--- config.mk ---
export PLATFORM = sky130hd
export DESIGN_NAME = infrared_uart_modulator
export DESIGN_NICKNAME = d
export VERILOG_FILES = /design/src/common/ir_mod_pkg.sv /design/src/design/infrared_uart_modulator.sv
export VERILOG_INCLUDE_DIRS = /design/src /design/src/common
export SDC_FILE = /design/constraint.sdc
export NUM_CORES = 1
export LEC_CHECK = 0
export BUFFER_PORTS_ARGS = -buffer_cell sky130_fd_sc_hd__buf_2
export CAP_MARGIN = 30
export CORE_ASPECT_RATIO = 1.1
export CORE_UTILIZATION = 30
export DETAILED_ROUTE_END_ITERATION = 16
export PLACE_DENSITY = 0.55
export SYNTH_ARGS = -nofsm -noshare
export SYNTH_HDL_FRONTEND = slang
export SYNTH_SLANG_ARGS = --single-unit
--- constraint.sdc ---
create_clock -name sys_clk -period 1.9 [get_ports sys_clk]
set_clock_uncertainty 0.1 [all_clocks]
set_input_delay 0.19 -clock sys_clk [delete_from_list [all_inputs] [get_ports sys_clk]]
set_output_delay 0.19 -clock sys_clk [all_outputs]
set_load 0.01 [all_outputs]
--- src/common/ir_mod_defs.svh ---
// Purpose: offsets, field positions, reset values and timing figures
// Assumes: included by bare name after the package
// Notes: byte addresses on a 32-bit word bus
`ifndef IR_MOD_DEFS_SVH
`define IR_MOD_DEFS_SVH

// ==========================================
// register byte offsets
`define IRM_CTRL_OFF 8'h00
`define IRM_TMO_OFF 8'h04
`define IRM_GPIO_OFF 8'h08
`define IRM_STAT_OFF 8'h0c
`define IRM_MODE_OFF 8'hf0

// ==========================================
// field positions
`define IRM_FLOAT_BIT 5
`define IRM_SH_DATA_BIT 3
`define IRM_SH_POL_BIT 4
`define IRM_ALT_DATA_BIT 0

// ==========================================
// reset values and limits
`define IRM_CTRL_RST 7'h00
`define IRM_TMO_RST 7'h00
`define IRM_TMO_MAX 7'h64

// ==========================================
// timing figures in their own units
`define IRM_CLK_HZ 100000000
`define IRM_STEP_US 100
`define IRM_CARRIER_KHZ 500
`define IRM_PULSE_NS 1600
`define IRM_PULSE_MAX_BPS 115200
`define IRM_ASK_MAX_BAUD 19200

`endif

--- src/common/ir_mod_pkg.sv ---
// Purpose: types shared by the infrared modulator and its bench
// Assumes: nothing
// Notes: control fields are packed with activate in bit 0
package ir_mod_pkg;

  typedef struct packed {
    logic alt_gpio;
    logic sh_serial;
    logic route_alt;
    logic half_dup;
    logic ask;
    logic ir_en;
    logic activate;
  } ctrl_t;

  typedef struct packed {
    logic psel;
    logic penable;
    logic pwrite;
    logic [7:0] paddr;
    logic [31:0] pwdata;
  } apb_req_t;

  typedef struct packed {
    logic [31:0] prdata;
    logic pready;
    logic pslverr;
  } apb_rsp_t;

  typedef struct packed {
    logic port_b_serial_tx_pin_o;
    logic port_b_serial_tx_pin_oe;
    logic alt_ir_tx_pin_o;
    logic alt_ir_tx_pin_oe;
  } tx_pins_t;

  typedef struct packed {
    ctrl_t ctrl;
    logic [6:0] tmo;
    logic sh_data;
    logic sh_pol;
    logic alt_data;
    logic tx_float;
    logic [15:0] pre;
    logic [6:0] steps;
    logic tmr_on;
    logic last_tx;
    logic was_busy;
    logic [7:0] car_cnt;
    logic car;
    logic [7:0] pulse_cnt;
    logic ir_tx;
    logic rx_out;
    logic sh_out;
    logic sh_oe;
    logic alt_out;
    logic alt_oe;
    logic [31:0] prdata;
    logic pslverr;
  } irm_state_t;

endpackage : ir_mod_pkg

--- src/design/infrared_uart_modulator.sv ---
// Purpose: infrared front end of the second serial port
// Assumes: uart core gives tx level, bit-start tick and busy flags
// Notes: rstn is the main-supply reset, standby_rstn the standby one
//
// Chosen here: the register addresses and the APB interface to the registers.
`timescale 1ns/10ps
`default_nettype none
`include "ir_mod_defs.svh"

// Function
// - pulse mode sends one short pulse at bit start for zero, none for one.
// - each character starts with a zero start bit, then its bits serially.
// - keyed mode sends 500KHz carrier all bit long for zero, nothing for one.
// - keyed mode supports rates up to 19.2K baud.
// - half duplex starts timeout at last sent bit, blocks receive until expiry.
// - new transmit data before expiry restarts the timeout after that byte.
// - transmit loaded while receiving waits for timeout after last received bit.
// - new start bit during timeout restarts it after that character ends.
// - timeout programmable from zero to 10 ms in 100 us steps.
// - infrared uses normal serial pins or alternate pins, by configuration.
// - after standby reset both transmit pins drive low until enabled.
// - alternate pin defaults to infrared, low until selected and activated.
// - alternate pin as gpio stays low after reset, then follows its data bit.
// - shared pin defaults gpio; serial and active, it follows infrared or uart.
// - float control, bit 5 at 0xf0, tristates the shared pin unconditionally.
// - float survives main-supply loss; only a standby reset clears it.
// - shared pin as gpio stays low until data bit 3 or polarity is set.
// - deactivating the port drives the shared transmit pin low.
// - the alternate transmit pin ignores the float control.
module infrared_uart_modulator #(
  parameter int STEP_CYCLES = (`IRM_CLK_HZ / 1000000) * `IRM_STEP_US
) (
  // clock, resets, enable
  input wire logic sys_clk,
  input wire logic rstn,
  input wire logic standby_rstn,
  input wire logic ce,
  // register bus
  input wire ir_mod_pkg::apb_req_t apb,
  output ir_mod_pkg::apb_rsp_t apb_rsp,
  // uart core side
  input wire logic uart_txd,
  input wire logic uart_bit_tick,
  input wire logic uart_tx_busy,
  input wire logic uart_rx_busy,
  output logic uart_rxd,
  output logic tx_hold,
  output logic rx_block,
  // transceiver pins
  output ir_mod_pkg::tx_pins_t tx_pins,
  input wire logic port_b_serial_rx_pin,
  input wire logic alt_ir_rx_pin
);
  import ir_mod_pkg::*;

  // ==========================================
  // derived cycle counts
  localparam int HALF_CAR = `IRM_CLK_HZ / (`IRM_CARRIER_KHZ * 2000);
  localparam int PULSE_CYC = (`IRM_PULSE_NS * (`IRM_CLK_HZ / 1000000) + 999) / 1000;
  localparam logic [7:0] HALF_CAR_M1 = 8'(HALF_CAR - 1);
  localparam logic [7:0] PULSE_LEN = 8'(PULSE_CYC);
  localparam logic [15:0] STEP_M1 = 16'(STEP_CYCLES - 1);
  // rates are paced by the uart tick; these only document the ceilings
  localparam int PULSE_MAX_BPS = `IRM_PULSE_MAX_BPS;
  localparam int ASK_MAX_BAUD = `IRM_ASK_MAX_BAUD;

  localparam irm_state_t ST_RST = '{
    ctrl: `IRM_CTRL_RST,
    tmo: `IRM_TMO_RST,
    rx_out: 1'b1,
    sh_oe: 1'b1,
    alt_oe: 1'b1,
    default: '0
  };

  irm_state_t st;
  irm_state_t nx;
  logic busy;
  logic rx_src;

  // ==========================================
  // address decode
  function automatic logic is_mapped(input logic [7:0] a);
    is_mapped = (a == `IRM_CTRL_OFF) || (a == `IRM_TMO_OFF) ||
                (a == `IRM_GPIO_OFF) || (a == `IRM_STAT_OFF) ||
                (a == `IRM_MODE_OFF);
  endfunction : is_mapped

  function automatic logic [31:0] read_word(input irm_state_t s, input logic [7:0] a);
    logic [31:0] w;
    w = 32'h0;
    case (a)
      `IRM_CTRL_OFF: w[6:0] = s.ctrl;
      `IRM_TMO_OFF: w[6:0] = s.tmo;
      `IRM_GPIO_OFF: begin
        w[`IRM_SH_DATA_BIT] = s.sh_data;
        w[`IRM_SH_POL_BIT] = s.sh_pol;
        w[`IRM_ALT_DATA_BIT] = s.alt_data;
      end
      `IRM_STAT_OFF: w[4:0] = {s.ir_tx, s.was_busy, s.last_tx, s.tmr_on, s.rx_out};
      `IRM_MODE_OFF: w[`IRM_FLOAT_BIT] = s.tx_float;
      default: w = 32'h0;
    endcase
    read_word = w;
  endfunction : read_word

  // ==========================================
  // handshake outputs
  assign busy = uart_tx_busy | uart_rx_busy;
  // receiver blocked while sending and during a turnaround after sending
  assign rx_block = st.ctrl.half_dup &
                    (uart_tx_busy | (st.tmr_on & st.last_tx));
  // sending held while receiving and during a turnaround after receiving
  assign tx_hold = st.ctrl.half_dup &
                   (uart_rx_busy | (st.tmr_on & ~st.last_tx));
  assign rx_src = (st.ctrl.ir_en & st.ctrl.route_alt) ?
                  alt_ir_rx_pin : port_b_serial_rx_pin;

  // zero wait states: read data is latched in the setup cycle
  assign apb_rsp.pready = 1'b1;
  assign apb_rsp.prdata = st.prdata;
  assign apb_rsp.pslverr = st.pslverr;
  assign uart_rxd = st.rx_out;
  assign tx_pins.port_b_serial_tx_pin_o = st.sh_out;
  assign tx_pins.port_b_serial_tx_pin_oe = st.sh_oe;
  assign tx_pins.alt_ir_tx_pin_o = st.alt_out;
  assign tx_pins.alt_ir_tx_pin_oe = st.alt_oe;

  // ==========================================
  // next state
  always_comb begin
    nx = st;

    // bus slave
    if (apb.psel && !apb.penable) begin
      nx.prdata = read_word(st, apb.paddr);
      nx.pslverr = !is_mapped(apb.paddr);
    end
    if (apb.psel && apb.penable && apb.pwrite) begin
      case (apb.paddr)
        `IRM_CTRL_OFF: nx.ctrl = apb.pwdata[6:0];
        `IRM_TMO_OFF: begin
          // values past the top are clipped to 10 ms
          nx.tmo = (apb.pwdata[6:0] > `IRM_TMO_MAX) ?
                   `IRM_TMO_MAX : apb.pwdata[6:0];
        end
        `IRM_GPIO_OFF: begin
          nx.sh_data = apb.pwdata[`IRM_SH_DATA_BIT];
          nx.sh_pol = apb.pwdata[`IRM_SH_POL_BIT];
          nx.alt_data = apb.pwdata[`IRM_ALT_DATA_BIT];
        end
        `IRM_MODE_OFF: nx.tx_float = apb.pwdata[`IRM_FLOAT_BIT];
        default: nx.tx_float = st.tx_float;
      endcase
    end

    // turnaround timer
    nx.was_busy = busy;
    if (!st.ctrl.half_dup || st.tmo == 7'h00) begin
      nx.tmr_on = 1'b0;
    end else if (busy) begin
      // any new character cancels the count; it restarts when it ends
      nx.tmr_on = 1'b0;
      nx.last_tx = uart_tx_busy;
    end else if (st.was_busy) begin
      nx.tmr_on = 1'b1;
      nx.pre = 16'h0;
      nx.steps = 7'h00;
    end else if (st.tmr_on) begin
      if (st.pre == STEP_M1) begin
        nx.pre = 16'h0;
        nx.steps = st.steps + 7'h01;
        if (st.steps + 7'h01 >= st.tmo) begin
          nx.tmr_on = 1'b0;
        end
      end else begin
        nx.pre = st.pre + 16'h1;
      end
    end
    if (busy && uart_rx_busy && !uart_tx_busy) begin
      nx.last_tx = 1'b0;
    end

    // keyed carrier, running only while a zero bit is on the line
    if (st.ctrl.ir_en && st.ctrl.ask && !uart_txd) begin
      if (st.car_cnt == HALF_CAR_M1) begin
        nx.car_cnt = 8'h00;
        nx.car = ~st.car;
      end else begin
        nx.car_cnt = st.car_cnt + 8'h01;
      end
    end else begin
      nx.car_cnt = 8'h00;
      nx.car = 1'b0;
    end

    // one pulse per zero bit, launched on the bit-start tick
    if (st.ctrl.ir_en && !st.ctrl.ask && uart_bit_tick && !uart_txd) begin
      nx.pulse_cnt = PULSE_LEN;
    end else if (st.pulse_cnt != 8'h00) begin
      nx.pulse_cnt = st.pulse_cnt - 8'h01;
    end
    // start bit arrives as a zero level from the uart core
    nx.ir_tx = st.ctrl.ask ? nx.car : (nx.pulse_cnt != 8'h00);

    // shared transmit pin
    if (st.tx_float) begin
      nx.sh_oe = 1'b0;
      nx.sh_out = 1'b0;
    end else if (!st.ctrl.sh_serial) begin
      nx.sh_oe = 1'b1;
      nx.sh_out = st.sh_data ^ st.sh_pol;
    end else if (!st.ctrl.activate) begin
      nx.sh_oe = 1'b1;
      nx.sh_out = 1'b0;
    end else begin
      nx.sh_oe = 1'b1;
      nx.sh_out = (st.ctrl.ir_en && !st.ctrl.route_alt) ?
                  st.ir_tx : uart_txd;
    end

    // alternate pin: always driven, float control not looked at
    nx.alt_oe = 1'b1;
    if (st.ctrl.alt_gpio) begin
      nx.alt_out = st.alt_data;
    end else begin
      nx.alt_out = st.ctrl.activate & st.ctrl.ir_en &
                   st.ctrl.route_alt & st.ir_tx;
    end

    // receive path idles high while blocked
    nx.rx_out = rx_block ? 1'b1 : rx_src;
  end

  // ==========================================
  // state register
  always_ff @(posedge sys_clk) begin
    if (!standby_rstn) begin
      st <= ST_RST;
    end else if (!rstn) begin
      st <= ST_RST;
      // float lives on the standby supply and survives main reset
      st.tx_float <= st.tx_float;
      st.sh_oe <= ~st.tx_float;
    end else if (ce) begin
      st <= nx;
    end
  end

  // ==========================================
  // assertions
  a_float_tristate: assert property (@(posedge sys_clk) disable iff (!rstn)
    st.tx_float && $past(st.tx_float) && $past(ce) |-> !st.sh_oe)
    else $error("shared pin driven while float set");

  a_alt_ignores_float: assert property (@(posedge sys_clk) disable iff (!standby_rstn)
    st.alt_oe)
    else $error("alternate pin not driven");

  a_deact_low: assert property (@(posedge sys_clk) disable iff (!rstn)
    $past(ce) && $past(st.ctrl.sh_serial) && !$past(st.ctrl.activate) &&
    !$past(st.tx_float) |-> st.sh_oe && !st.sh_out)
    else $error("inactive port shared pin not low");

  a_rx_blocked_tx: assert property (@(posedge sys_clk) disable iff (!rstn)
    ce && st.ctrl.half_dup && uart_tx_busy |=> st.rx_out)
    else $error("receive not blocked while sending");

  // a receive ending must hold off sending for the next cycle
  a_tx_held_rx: assert property (@(posedge sys_clk) disable iff (!rstn)
    ce && st.ctrl.half_dup && st.tmo != 7'h00 && st.was_busy && !busy && !st.last_tx &&
    !(apb.psel && apb.penable && apb.pwrite) |=> tx_hold)
    else $error("transmit not held after receive");

  a_rx_restart: assert property (@(posedge sys_clk) disable iff (!rstn)
    ce && st.ctrl.half_dup && st.tmr_on && uart_rx_busy && !uart_tx_busy
    |=> !st.tmr_on && !st.last_tx)
    else $error("turnaround not restarted by receive");

  a_timer_start: assert property (@(posedge sys_clk) disable iff (!rstn)
    ce && st.ctrl.half_dup && st.was_busy && !busy && st.tmo != 7'h00
    |=> st.tmr_on && st.steps == 7'h00)
    else $error("turnaround did not start");

  a_zero_tmo: assert property (@(posedge sys_clk) disable iff (!rstn)
    $past(ce) && $past(st.tmo) == 7'h00 |-> !st.tmr_on)
    else $error("timer runs with zero timeout");

  a_tmo_clip: assert property (@(posedge sys_clk) disable iff (!rstn)
    st.tmo <= `IRM_TMO_MAX)
    else $error("timeout above 10 ms");

  a_pulse_start: assert property (@(posedge sys_clk) disable iff (!rstn)
    ce && st.ctrl.ir_en && !st.ctrl.ask && uart_bit_tick && !uart_txd
    |=> st.ir_tx && st.pulse_cnt == PULSE_LEN)
    else $error("zero bit pulse missing");

  a_carrier_toggle: assert property (@(posedge sys_clk) disable iff (!rstn)
    ce && st.ctrl.ir_en && st.ctrl.ask && !uart_txd && st.car_cnt == HALF_CAR_M1
    |=> st.car != $past(st.car))
    else $error("carrier half period wrong");

  a_standby_pins: assert property (@(posedge sys_clk)
    !standby_rstn |=> st.sh_oe && !st.sh_out && st.alt_oe && !st.alt_out)
    else $error("pins not driven low after standby reset");

  a_main_keeps_float: assert property (@(posedge sys_clk) disable iff (!standby_rstn)
    !rstn |=> st.tx_float == $past(st.tx_float))
    else $error("float lost in main reset");

  a_alt_gpio: assert property (@(posedge sys_clk) disable iff (!rstn || !standby_rstn)
    ce && st.ctrl.alt_gpio |=> st.alt_out == $past(st.alt_data))
    else $error("alternate gpio data not followed");

  a_alt_low: assert property (@(posedge sys_clk) disable iff (!rstn || !standby_rstn)
    ce && !st.ctrl.alt_gpio && !(st.ctrl.activate && st.ctrl.ir_en && st.ctrl.route_alt)
    |=> !st.alt_out)
    else $error("alternate pin not low before enable");

  a_gpio_shared: assert property (@(posedge sys_clk) disable iff (!rstn || !standby_rstn)
    ce && !st.tx_float && !st.ctrl.sh_serial
    |=> st.sh_oe && st.sh_out == ($past(st.sh_data) ^ $past(st.sh_pol)))
    else $error("shared gpio value wrong");

  a_serial_follow: assert property (@(posedge sys_clk) disable iff (!rstn || !standby_rstn)
    ce && !st.tx_float && st.ctrl.sh_serial && st.ctrl.activate &&
    !(st.ctrl.ir_en && !st.ctrl.route_alt) |=> st.sh_out == $past(uart_txd))
    else $error("shared pin not following uart");

  a_rx_route: assert property (@(posedge sys_clk) disable iff (!rstn || !standby_rstn)
    ce && !rx_block && st.ctrl.ir_en && st.ctrl.route_alt
    |=> uart_rxd == $past(alt_ir_rx_pin))
    else $error("receive not taken from alternate pin");

  a_carrier_off: assert property (@(posedge sys_clk) disable iff (!rstn)
    ce && st.ctrl.ask && uart_txd |=> !st.ir_tx)
    else $error("carrier sent for a one bit");

  a_pulse_one: assert property (@(posedge sys_clk) disable iff (!rstn)
    ce && st.ctrl.ir_en && !st.ctrl.ask && uart_bit_tick && uart_txd &&
    st.pulse_cnt == 8'h00 |=> !st.ir_tx)
    else $error("pulse sent for a one bit");

  c_rx_turnaround: cover property (@(posedge sys_clk) disable iff (!rstn)
    tx_hold && !uart_rx_busy);
  c_float: cover property (@(posedge sys_clk) disable iff (!rstn)
    st.tx_float && !st.sh_oe);
  c_pulse: cover property (@(posedge sys_clk) disable iff (!rstn)
    $rose(st.ir_tx) && !st.ctrl.ask);
  c_carrier: cover property (@(posedge sys_clk) disable iff (!rstn)
    $rose(st.car));
  c_expire: cover property (@(posedge sys_clk) disable iff (!rstn)
    $fell(st.tmr_on) && !busy);

endmodule : infrared_uart_modulator
`default_nettype wire

# --- After elaboration in Yosys (flattened, before gate mapping) ---
# Index checks and enable logic that the tools add are counted.
word_totals:
  ram_bits: 0
  regBits: 74
  romBits: 0
  output_inout_bits: 41
  elab_cells: 129
  latchBits: 0
  memories: 0
op_classes:
  eq_ne: 8
  bitwise: 17
  n_shift: 0
  n_addsub: 4
  magnitude_cmp: 2
  n_div: 0
  n_mux: 32
  n_mul: 0
  reduce_logical: 39
ops:
  columns: ["cell", "count"]
  rows:
  - ["36-bit two-way mux", 2]
  - ["24-bit two-way mux", 2]
  - ["8-bit two-way mux", 5]
  - ["16-bit by 1-bit adder with 16-bit output (second input constant)", 1]
  - ["16-bit by 14-bit equality test with 1-bit output (second input constant)", 1]
  - ["8-bit by 4-bit equality test with 1-bit output (second input constant)", 2]
  - ["16-bit two-way mux", 1]
  - ["8-bit nonzero test", 2]
  - ["1-bit two-way mux", 12]
  - ["3-bit AND reduction", 4]
  - ["1-bit logical AND", 11]
  - ["9-bit two-way mux", 1]
  - ["8-bit by 1-bit adder with 8-bit output (second input constant)", 1]
  - ["1-bit AND", 8]
  - ["8-bit by 3-bit equality test with 1-bit output (second input constant)", 1]
  - ["8-bit by 7-bit equality test with 1-bit output (second input constant)", 1]
  - ["8-bit equality test (second input constant)", 1]
  - ["8-bit zero test", 1]
  - ["2-bit one-hot mux with 4 select lines", 1]
  - ["4-bit AND reduction", 2]
  - ["8-bit by 1-bit subtractor with 8-bit output (second input constant)", 1]
  - ["7-bit by 1-bit adder with 7-bit output (second input constant)", 1]
  - ["7-bit greater-or-equal comparator", 1]
  - ["7-bit greater-than comparator (second input constant)", 1]
  - ["other kinds (16)", 38]

# --- Depth between registers and ports, before layout ---
# Gate-level depths: netlist of run 1.
depth:
  word_depth: 9
  ltp_mapped: 8

# --- Least setup slack after synthesis of run 1 ---
# Ideal clock, no wire load.
synth_timing:
  path_type: "reg-to-reg"
  startpoint: "register st[59] (netlist name)"
  endpoint: "register st[58] (netlist name)"
  arrival_ns: 1.852
  synth_period_minus_slack_ns: 2.026
  setup_ns: 0.074
  path_stages_with_launch: 9
  n_path_buf: 0
  path_slack_ns: -0.126
  path_cell_list: "dfxtp_1 ha_1 nand3_1 or2_2 nand2_1 ha_1 a2111oi_0 o21ai_0 a31oi_1"
synth_between:
  elab_chain_len: 8
synth_rtl:
  columns: ["item", "line", "text"]
  rows:
  - ["from (decl)", "infrared_uart_modulator.sv:76", "irm_state_t st;"]
  - ["from (signal assigned)", "infrared_uart_modulator.sv:246", "st <= nx;"]
  - ["7-bit by 1-bit adder with 7-bit output", "infrared_uart_modulator.sv:173", "if (st.steps + 7'h01 >= st.tmo) begin"]
  - ["7-bit greater-or-equal comparator", "infrared_uart_modulator.sv:173", null]
  - ["1-bit two-way mux", "infrared_uart_modulator.sv:173", null]
  - ["8-bit two-way mux", "infrared_uart_modulator.sv:170", "if (st.pre == STEP_M1) begin"]
  - ["24-bit two-way mux", "infrared_uart_modulator.sv:169", "end else if (st.tmr_on) begin"]
  - ["24-bit two-way mux", "infrared_uart_modulator.sv:165", "end else if (st.was_busy) begin"]
  - ["1-bit two-way mux", "infrared_uart_modulator.sv:161", "end else if (busy) begin"]
  - ["1-bit two-way mux", "infrared_uart_modulator.sv:159", "if (!st.ctrl.half_dup || st.tmo == 7'h00) begin"]
# No other way between the ends. The select of a mux whose other input is x is not followed.
# A chain may end at the register's enable or synchronous reset.

# --- Worst setup path after layout of run 1 ---
layout_timing:
  startpoint: "register st[62] (netlist name)"
  endpoint: "register st[58] (netlist name)"
# Same word-level chain as after synthesis.

==> summary.txt, run 1 <==
Clock network
  • TritonCTS Sinks: 74
  • Clock root buffer: clkbuf_16
  • TritonCTS clock tree: yes
  • Clock-pin slew on the worst setup and hold paths: 0.06 ns
  • Max Buffers Root-to-Sink: 2
  • Clock latency on the worst-skew pair: 0.34 ns
  • H-tree levels: 3
  • TritonCTS buffer count: 9

Setup path
  • R2R Setup Slk: 0.04 ns
  • Worst reg2reg endpoint: st[58]
  • Required time of the critical path: 2.07 ns
  • CP max FO: 3
  • Critical Path AT: 2.03 ns
  • Worst reg-to-reg path cell count: 8
  • Critical path startpoint category: register
  • WS Path Type: reg2reg
  • Crit path capture type: register
  • Worst r2r src: st[62]

Run
  • Max-cap violations: 0

Timing
  • Worst-margin pin slew: 0.533 ns
  • Fmax achieved: 0.537 GHz
  • RSZ-0062 raised after global routing: true
  • Fin crit share: 0.979
  • Fin. Hold Viols: 0
  • Max Slew Vio Count: 0
  • Final TNS setup: 0 ns
  • Headroom to the max-slew limit: 0.640
  • Tmin final: 1.86 ns
  • Final count of negative-setup-slack endpoints: 0

Detailed routing
  • Routed Antenna Nets: 0
  • DR pass1 iterations: 4
  • DR vias/cell: 4.79
  • Overall routed net length: 10500 um
  • Vias: 3685
  • Starting DRT DRC Count: 274
  • DRC Markers: 0
  • WL/cell: 13.6 um

Global routing
  • Total congestion overflow: 0
  • Total track usage: 0.151
  • Initial antenna violation count: 0
  • Vias in the first global route: 3565
  • Largest net degree at the start of global routing: 25
  • First-pass GRT wire length: 17200 um

Floorplanning
  • Starting Density: 0.306
  • Die width: 115 um
  • FP Rows: 45
  • Die area: 0.0145 mm^2
  • Die Y-Extent: 126 um
  • Core footprint: 0.0137 mm^2
  • Top Ports: 94

Placement
  • Dpl hpwl: 7720 um
  • Routability cong.: 0.880
  • I/O Buffers: 41
  • Placed Area: 0.00480 mm^2

Logic synthesis
  • Netlist cell types: 62
  • Gate Count Post-Synth: 501
  • Sequential share of the synthesized area: 0.352
  • Yosys reg bits: 74
  • Synth Cell Area: 0.00421 mm^2
  • Post-synth EDFFs: 0
  • Asr flop ratio synth: 0
  • Post-synth top flop: dfxtp_1
  • Mapped Avg Cell Area: 8.40 um^2
  • Synthesis Warnings: 0

Layout
  • Design Area, Final: 0.00530 mm^2
  • Antenna cells: 0
  • Layout cell share with drive strength beyond 1: 0.268
  • Net count, final: 642
  • Filler instances: 1425
  • P&R area growth vs syn: 26.0%

Pwr
  • Static Leakage: 2.14 nW
  • PD cells: 711 mW/mm^2
  • Worst VDD drop: 0.000422 V

Min path
  • HP Class: in2reg
  • Hold path depth: 3
  • Hold_sp: apb[6]
  • Hold Path Sink: st[92]

Run status
  • Status: complete, no violations
## where the power goes
| part | switching (mW) | leakage (nW) | total (mW) | internal (mW) |
|---|---|---|---|---|
| clock network | 0.691 | 0.144 | 1.78 | 1.09 |
| logic | 0.238 | 1.40 | 0.406 | 0.169 |
| registers | 0.0121 | 0.599 | 1.58 | 1.57 |
| total | 0.941 | 2.14 | 3.77 | 2.83 |
## worst max-delay path, cell delays in order, from the launching register on
cell,delay (ns)
dfxtp_1,0.39
buf_4,0.15
nand2_1,0.09
nor2_4,0.15
xor2_2,0.17
ha_2,0.29
o21ai_1,0.20
a211oi_2,0.10
a31oi_1,0.16
## kinds of logic after synthesis
logic type	after synthesis	share of synthesized area
AND/OR/NAND/NOR	212	0.263
AO/OA/AOI/OAI	79	0.124
flip-flops	74	0.352
buffers and inverters	72	0.102
XOR/XNOR	26	0.0541
multiplexers	24	0.0672
adder cells (fa/ha/maj)	12	0.0357
other	2	0.00179
## registers in the layout, indices dropped and copies added (netlist names)
register	count
uart_rxd	1
st	62
tx_pins	3
apb_rsp	8
## what timing repair did
| action | 4_1_cts | 5_1_grt |
|---|---|---|
| resized for setup | 8 | 27 |
| setup endpoints to repair | 7 | 9 |
| cloned | 0 | 0 |
| buffers inserted | 0 | 1 |
| hold endpoints to repair | 1 | 0 |
| pin swaps | 1 | 9 |
| hold buffers | 1 | 0 |
## Yosys cell counts, types with 4 or more instances
cell | count | area, um^2
buf_4 | 39 | 293
nand3_1 | 16 | 80.1
nor2_1 | 72 | 270
o21ai_0 | 18 | 90.1
nand2_1 | 43 | 161
a21o_1 | 4 | 30.0
inv_1 | 15 | 56.3
ha_1 | 12 | 150
and3_1 | 7 | 43.8
dfxtp_1 | 74 | 1480
a22oi_1 | 9 | 67.6
xor2_1 | 19 | 166
nand2b_1 | 4 | 25.0
xnor2_1 | 7 | 61.3
nor2b_1 | 5 | 31.3
nand4b_1 | 4 | 35.0
a31oi_1 | 4 | 25.0
a211oi_1 | 4 | 30.0
nor4_1 | 7 | 43.8
mux2i_1 | 17 | 170
nor3_1 | 10 | 50.1
clkbuf_1 | 12 | 45.0
a21oi_1 | 23 | 115
buf_2 | 4 | 20.0
nand4_1 | 11 | 68.8
nor4b_1 | 4 | 35.0
## layer usage
metal	up-vias	share of wire	global-route usage	wire length, um
li1	1843	-	-	-
met1	1743	0.45	0.184	4730
met2	77	0.48	0.248	5020
met3	22	0.038	0.0279	399
met4	0	0.029	0.0856	307
met5	-	0	0	0
## final cells by class
cell class	count	area [um^2]	share of cell area
Sequential cell	74	1490	0.280
Timing Repair Buffer	97	648	0.122
Inverter	15	56.3	0.0106
Clock inverter	5	61.3	0.0116
Multi-Input combinational cell	380	2560	0.483
Clock buffer	11	253	0.0477
Tap cell	188	235	0.0444
## through the flow
stage	hold WS, ns	power (mW)	instances	setup slack (ns)	utilization
5_1_grt	0.0508	3.93	770	-0.0714	0.386
3_5_place_dp	0.307	1.99	752	-0.119	0.350
6_report	0.0270	3.77	770	0.0392	0.386
2_1_floorplan	0.166	1.90	526	-0.0196	-
4_1_cts	0.0234	3.80	769	0.00686	0.376
3_3_place_gp	0.305	1.99	752	-0.103	0.350
## worst max-delay path by stage
stage,startpoint,end,slack [ns],cells after the start
3_3_place_gp,st[60],st[58],-0.10,8
5_1_grt,st[62],st[58],-0.07,8
3_5_place_dp,st[60],st[58],-0.12,8
4_1_cts,st[59],st[58],0.007,9
6_report,st[62],st[58],0.04,8
2_1_floorplan,st[41],st[38],-0.02,6
## cells in the final DEF (no fill, tap or decap), types with 3 or more instances in the layout
master / netlist / layout
nor3_1: 10 / 8
mux2i_1: 17 / 17
xnor2_1: 7 / 7
nand2b_1: 4 / 4
o21ai_1: 2 / 4
dfxtp_2: 0 / 3
a21oi_1: 23 / 23
mux4_2: 3 / 3
ha_1: 12 / 8
mux2_2: 3 / 3
nor4_1: 7 / 6
nand3_1: 16 / 14
a22oi_1: 9 / 9
conb_1: 2 / 27
clkbuf_16: 0 / 9
a32oi_1: 3 / 3
clkinvlp_4: 0 / 3
and3_1: 7 / 6
and2_1: 3 / 3
a211oi_1: 4 / 3
nand4_1: 11 / 11
nor2_1: 72 / 70
nand4b_1: 4 / 4
buf_2: 4 / 41
xor2_1: 19 / 17
dfxtp_1: 74 / 71
nand2_1: 43 / 42
a31oi_1: 4 / 4
nor2b_1: 5 / 5
a21o_1: 4 / 4
o21ai_0: 18 / 16
inv_1: 15 / 15
buf_4: 39 / 52
(Power assumes the default switching activity.)
==> inputs of run 2 (changes only) <==
- RECOVER_POWER: not set -> 50
==> run 2 against run 1 <==
  * Worst setup slack about the same
  * Worst hold slack worse by 0.0011 ns
  * Largest power group unchanged
  * Utilization shrank 0.30 points
  * Combinational power decreased by 1%
  * Sequential share of layout area is 0.22 points higher
==> summary.txt, run 2 (synthesized netlist as in run 1, its figures left out) <==
Floorplanning
  • Starting Density: 0.306 (unchanged)
  • Top Ports: 94 (unchanged)
  • Die width: 115 um (unchanged)
  • Die Y-Extent: 126 um (unchanged)
  • Die area: 0.0145 mm^2 (unchanged)
  • FP Rows: 45 (unchanged)
  • Core footprint: 0.0137 mm^2 (unchanged)

Setup path
  • CP Buf/Inv Count: 1 (unchanged)
  • Required time of the critical path: 2.07 ns (about the same)
  • R2R Setup Slk: 0.04 ns (about the same)
  • Slowest CP cell: dfxtp_1
  • Critical path startpoint category: register
  • CP max FO: 3 (unchanged)
  • Worst path cell trace: buf_4, nand2_1, nor2_4, xor2_2, ha_2, o21ai_1, a211oi_2, a31oi_1
  • CP startpoint: st[62]
  • Worst r2r src: st[62]
  • Top Family by Delay on Critical Path: compound AO/OA/AOI/OAI gates
  • Worst reg-to-reg path cell count: 8 (unchanged)
  • WS Path Type: reg2reg
  • Critical Path AT: 2.03 ns (about the same)
  • Worst reg2reg endpoint: st[58]
  • Crit path capture type: register
  • CP max stage delay: 0.39 ns (about the same)

Layout
  • P&R area growth vs syn: 25.0%
  • Final Core Density: 0.383 (-0.00301)
  • Design Area, Final: 0.00526 mm^2 (-0.78%)
  • Filler instances: 1439 (+0.98%)
  • Largest register by flop count: st
  • Non-Filler Instances: 770 (unchanged)
  • Max reg flops: 62 (unchanged)
  • Layout cell share with drive strength beyond 1: 0.235 (-0.0326)
  • Most common cell after layout, fill and taps aside: dfxtp_1
  • Most frequent cells in the layout: dfxtp_1 (71), nor2_1 (70), buf_4 (45), nand2_1 (42), conb_1 (27)
  • Net count, final: 642 (unchanged)
  • Antenna cells: 0 (unchanged)

Global routing
  • Total track usage: 0.151 (unchanged)
  • Initial antenna violation count: 0 (unchanged)
  • Total congestion overflow: 0 (unchanged)
  • Largest net degree at the start of global routing: 25 (unchanged)
  • First-pass GRT wire length: 17200 um (unchanged)
  • Vias in the first global route: 3565 (unchanged)

Detailed routing
  • DR pass1 iterations: 4 (unchanged)
  • DR vias/cell: 4.79 (+0.16%)
  • DRC Markers: 0 (unchanged)
  • Routed Antenna Nets: 0 (unchanged)
  • Vias: 3691 (+0.16%)
  • Starting DRT DRC Count: 257 (-6.2%)
  • Overall routed net length: 10500 um (unchanged)
  • WL/cell: 13.6 um (unchanged)

Pwr
  • Worst VDD drop: 0.000423 V (+0.11%)
  • PD cells: 716 mW/mm^2 (+0.63%)
  • Static Leakage: 2.07 nW (-3.3%)

Clock network
  • Max Buffers Root-to-Sink: 2 (unchanged)
  • Clock root buffer: clkbuf_16
  • TritonCTS buffer count: 9 (unchanged)
  • Clock latency on the worst-skew pair: 0.34 ns (about the same)
  • TritonCTS Sinks: 74 (unchanged)
  • Clock-pin slew on the worst setup and hold paths: 0.06 ns (about the same)
  • TritonCTS clock tree: yes
  • H-tree levels: 3 (unchanged)

Min path
  • Hold path depth: 3 (unchanged)
  • Hold_sp: apb[6]
  • HP Class: in2reg
  • Hold Path Sink: st[92]

Timing
  • Headroom to the max-slew limit: 0.540 (-0.0998)
  • Final count of negative-setup-slack endpoints: 0 (unchanged)
  • Fin. Hold Viols: 0 (unchanged)
  • RSZ-0062 raised after global routing: true
  • Worst-margin pin slew: 0.690 ns (+0.157 ns)
  • Max Slew Vio Count: 0 (unchanged)
  • Tmin final: 1.86 ns (-0.000000200 ns)
  • Fmax achieved: 0.537 GHz (unchanged)
  • Fin crit share: 0.979 (about the same)

Placement
  • I/O Buffers: 41 (unchanged)
  • Dpl hpwl: 7720 um (unchanged)
  • Placed Area: 0.00480 mm^2 (unchanged)
  • Placed insts: 752 (unchanged)
  • Routability cong.: 0.880 (unchanged)

Run
  • Max-cap violations: 0 (unchanged)

Run status
  • Status: complete, no violations
-- run 2: repair_timing --
item / in CTS / in global routing
setup endpoints to repair: 7 / 9
resized for setup: 8 / 27
hold buffers: 1 / 0
pin swaps: 1 / 9
setup buffers: 0 / 1
endpoints found under the hold margin: 1 / 0
-- run 2: worst max path at each step --
stage	slack [ns]	depth (start not counted)	endpoint
2_1_floorplan	-0.02	6	st[38]
3_3_place_gp	-0.10	8	st[58]
3_5_place_dp	-0.12	8	st[58]
4_1_cts	0.007	9	st[58]
5_1_grt	-0.07	8	st[58]
6_report	0.04	8	st[58]
-- run 2: power by group --
group	switching (mW)	internal, mW	leakage (nW)
logic	0.237	0.163	1.33
registers	0.0123	1.57	0.599
clock network	0.692	1.09	0.144
total	0.941	2.82	2.07
-- run 2: per-stage QoR --
stage               hold slack, ns  setup slack, ns  power (mW)  setup TNS (ns)
floorplan                    0.166          -0.0196        1.90         -0.0372
global placement             0.305           -0.103        1.99          -0.121
detailed placement           0.307           -0.119        1.99          -0.309
CTS                         0.0234          0.00686        3.80               0
global route                0.0508          -0.0714        3.92          -0.147
finish                      0.0259           0.0392        3.76               0
-- run 2: layout make-up --
class	count	area [um^2]	area share
multi-input cells	380	2560	0.487
flip-flops and latches	74	1490	0.282
repair buffers	97	607	0.115
clock buffers	11	253	0.0481
well taps	188	235	0.0447
clock inverters	5	61.3	0.0117
inverters	15	56.3	0.0107
-- run 2: layer usage --
layer  routed length, um  GRT usage  share of wire
met1                4680      0.184           0.45
met2                5000      0.248           0.48
met3                 458     0.0279          0.044
met4                 307     0.0856          0.029
met5                   0          0              0
-- run 2: worst min-delay path: cells and delay by family --
family	cells	cell delay [ns]
AO/OA/AOI/OAI	1	0.05
buffers and inverters	1	0.12
AND/OR/NAND/NOR	1	0.05
==> inputs of run 3 (changes only) <==
- HOLD_SLACK_MARGIN: not set -> 0.15
==> run 3 against run 2 <==
  * Worst hold slack improved by 0.15 ns
  * Worst setup slack got worse by 0.0033 ns
  * Maximum frequency fell by 0.18%
  * Utilization rose by 1.0 points
  * Die area did not move
  * First-iteration DRC count did not move
  * Sequential power barely moved
  * Via count rose by 2.0%
  * Flip-flop and latch count did not move
  * Power rose by 0.79%
  * Critical path depth did not move
  * Critical endpoint unchanged
  * Largest cell class unchanged
  * Highest routed layer unchanged
==> summary.txt, run 3 (synthesized netlist as in run 1, its figures left out) <==
Run status
  • Status: complete, no violations

Layout
  • Final Core Density: 0.393 (+0.0102)
  • Max reg flops: 62 (unchanged)
  • Layout cell share with drive strength beyond 1: 0.228 (-0.00759)
  • Antenna cells: 0 (unchanged)
  • P&R area growth vs syn: 28.3%
  • Net count, final: 657 (+2.3%)
  • Filler instances: 1424 (-1.0%)
  • Most common cell after layout, fill and taps aside: dfxtp_1
  • Largest register by flop count: st
  • Most frequent cells in the layout: dfxtp_1 (71), nor2_1 (70), buf_4 (45), nand2_1 (42)

Timing
  • Worst-margin pin slew: 0.544 ns (-0.146 ns)
  • Tmin final: 1.86 ns (+0.00334 ns)
  • Max Slew Vio Count: 0 (unchanged)
  • Fin crit share: 0.981 (+0.00176)
  • Headroom to the max-slew limit: 0.632 (+0.0926)
  • Fin. Hold Viols: 0 (unchanged)
  • RSZ-0062 raised after global routing: true
  • Final count of negative-setup-slack endpoints: 0 (unchanged)
  • Fmax achieved: 0.536 GHz (-0.18%)

Clock network
  • TritonCTS clock tree: yes
  • Clock-pin slew on the worst setup and hold paths: 0.06 ns (about the same)
  • Max Buffers Root-to-Sink: 2 (unchanged)
  • Clock root buffer: clkbuf_16
  • TritonCTS buffer count: 9 (unchanged)
  • Clock latency on the worst-skew pair: 0.34 ns (about the same)
  • TritonCTS Sinks: 74 (unchanged)
  • H-tree levels: 3 (unchanged)

Setup path
  • Worst reg-to-reg path cell count: 8 (unchanged)
  • Critical Path AT: 2.03 ns (about the same)
  • CP max FO: 3 (unchanged)
  • Critical path startpoint category: register
  • Crit path capture type: register
  • Required time of the critical path: 2.07 ns (about the same)
  • WS Path Type: reg2reg

Placement
  • I/O Buffers: 41 (unchanged)
  • Dpl hpwl: 7720 um (unchanged)
  • Routability cong.: 0.880 (unchanged)

Floorplanning
  • Die width: 115 um (unchanged)
  • Die area: 0.0145 mm^2 (unchanged)
  • Core footprint: 0.0137 mm^2 (unchanged)
  • Top Ports: 94 (unchanged)
  • Die Y-Extent: 126 um (unchanged)
  • Starting Density: 0.306 (unchanged)
  • FP Rows: 45 (unchanged)

Pwr
  • Worst VDD drop: 0.000424 V (+0.33%)
  • Switching Power: 0.950 mW (+0.99%)
  • Clock share of power: 0.472 (-0.002)
  • Power share of the sequential group: 0.416 (-0.004)
  • Internal power: 2.84 mW (+0.72%)
  • Sw Ratio: 0.250 (+0.000505)
  • Logic gate share of total power: 0.112 (+0.006)
  • Static Leakage: 2.12 nW (+2.5%)
  • PD cells: 703 mW/mm^2 (-1.8%)
  • Total Power: 3.79 mW (+0.79%)

Detailed routing
  • Routed Antenna Nets: 0 (unchanged)
  • DRC Markers: 0 (unchanged)
  • Overall routed net length: 10800 um (+2.9%)
  • DR vias/cell: 4.80 (about the same)
  • Vias: 3766 (+2.0%)
  • Starting DRT DRC Count: 257 (unchanged)
  • DR pass1 iterations: 4 (unchanged)
  • WL/cell: 13.7 um (+0.94%)

Min path
  • Hold path depth: 4 (+1)
  • HP Class: in2reg

Global routing
  • Initial antenna violation count: 0 (unchanged)
  • Vias in the first global route: 3667 (+2.9%)
  • Total congestion overflow: 0 (unchanged)
  • Largest net degree at the start of global routing: 25 (unchanged)
  • Total track usage: 0.155 (+0.00385)
  • First-pass GRT wire length: 17600 um (+2.4%)

Run
  • Max-cap violations: 0 (unchanged)
==> run 3: metal layers <==
metal	GRT usage	vias to the layer above	wire length [um]	part of all wire
met2	0.259	84	5250	0.49
li1	-	1879	-	-
met1	0.186	1779	4750	0.44
met3	0.0279	24	438	0.041
met4	0.0879	0	321	0.030
met5	0	-	0	0
==> run 3: final timing paths <==
kind / from / endpoint / slack [ns]
setup / recovery: st[62] / st[58] / 0.04
hold / removal: rstn / st[82] / 0.17
setup reg to reg: st[62] / st[58] / 0.04
hold reg to reg: tx_pins[3] / tx_pins[3] / 0.38
==> run 3: power groups by stage <==
stage / clock network (mW) / logic [mW] / registers, mW
floorplan: 0 / 0.286 / 1.61
global placement: 0 / 0.376 / 1.61
detailed placement: 0 / 0.381 / 1.61
CTS: 1.83 / 0.416 / 1.58
global route: 1.90 / 0.468 / 1.58
finish: 1.79 / 0.423 / 1.58
==> run 3: final cells by class <==
cell class	count	area, um^2	area share
multi-input cells	380	2550	0.473
flip-flops and latches	74	1490	0.275
repair buffers	112	757	0.140
clock buffers	11	253	0.0468
well taps	188	235	0.0436
clock inverters	5	61.3	0.0114
inverters	15	56.3	0.0104
==> run 3: critical path, stage by stage (launching register included) <==
cell	delay, ns
dfxtp_1	0.39
buf_4	0.15
nand2_1	0.09
nor2_4	0.15
xor2_2	0.17
ha_2	0.29
o21ai_1	0.20
a211oi_2	0.10
a31oi_1	0.16
==> run 3: timing repair <==
item,4_1_cts,5_1_grt
pin swaps,1,9
endpoints found under the hold margin,23,0
hold buffers,16,0
buffers inserted,0,1
endpoints found under the setup margin,7,9
resized for setup,8,27
==> run 3: through the flow <==
stage	setup TNS [ns]	instances	instance area, um^2	hold slack (ns)	worst slack [ns]
after floorplan	-0.0372	526	4320	0.166	-0.0196
after global placement	-0.121	752	4800	0.305	-0.103
after detailed placement	-0.309	752	4800	0.307	-0.119
after CTS	0	784	5320	0.159	0.00686
after global routing	-0.125	785	5400	0.178	-0.0714
final	0	785	5400	0.171	0.0358
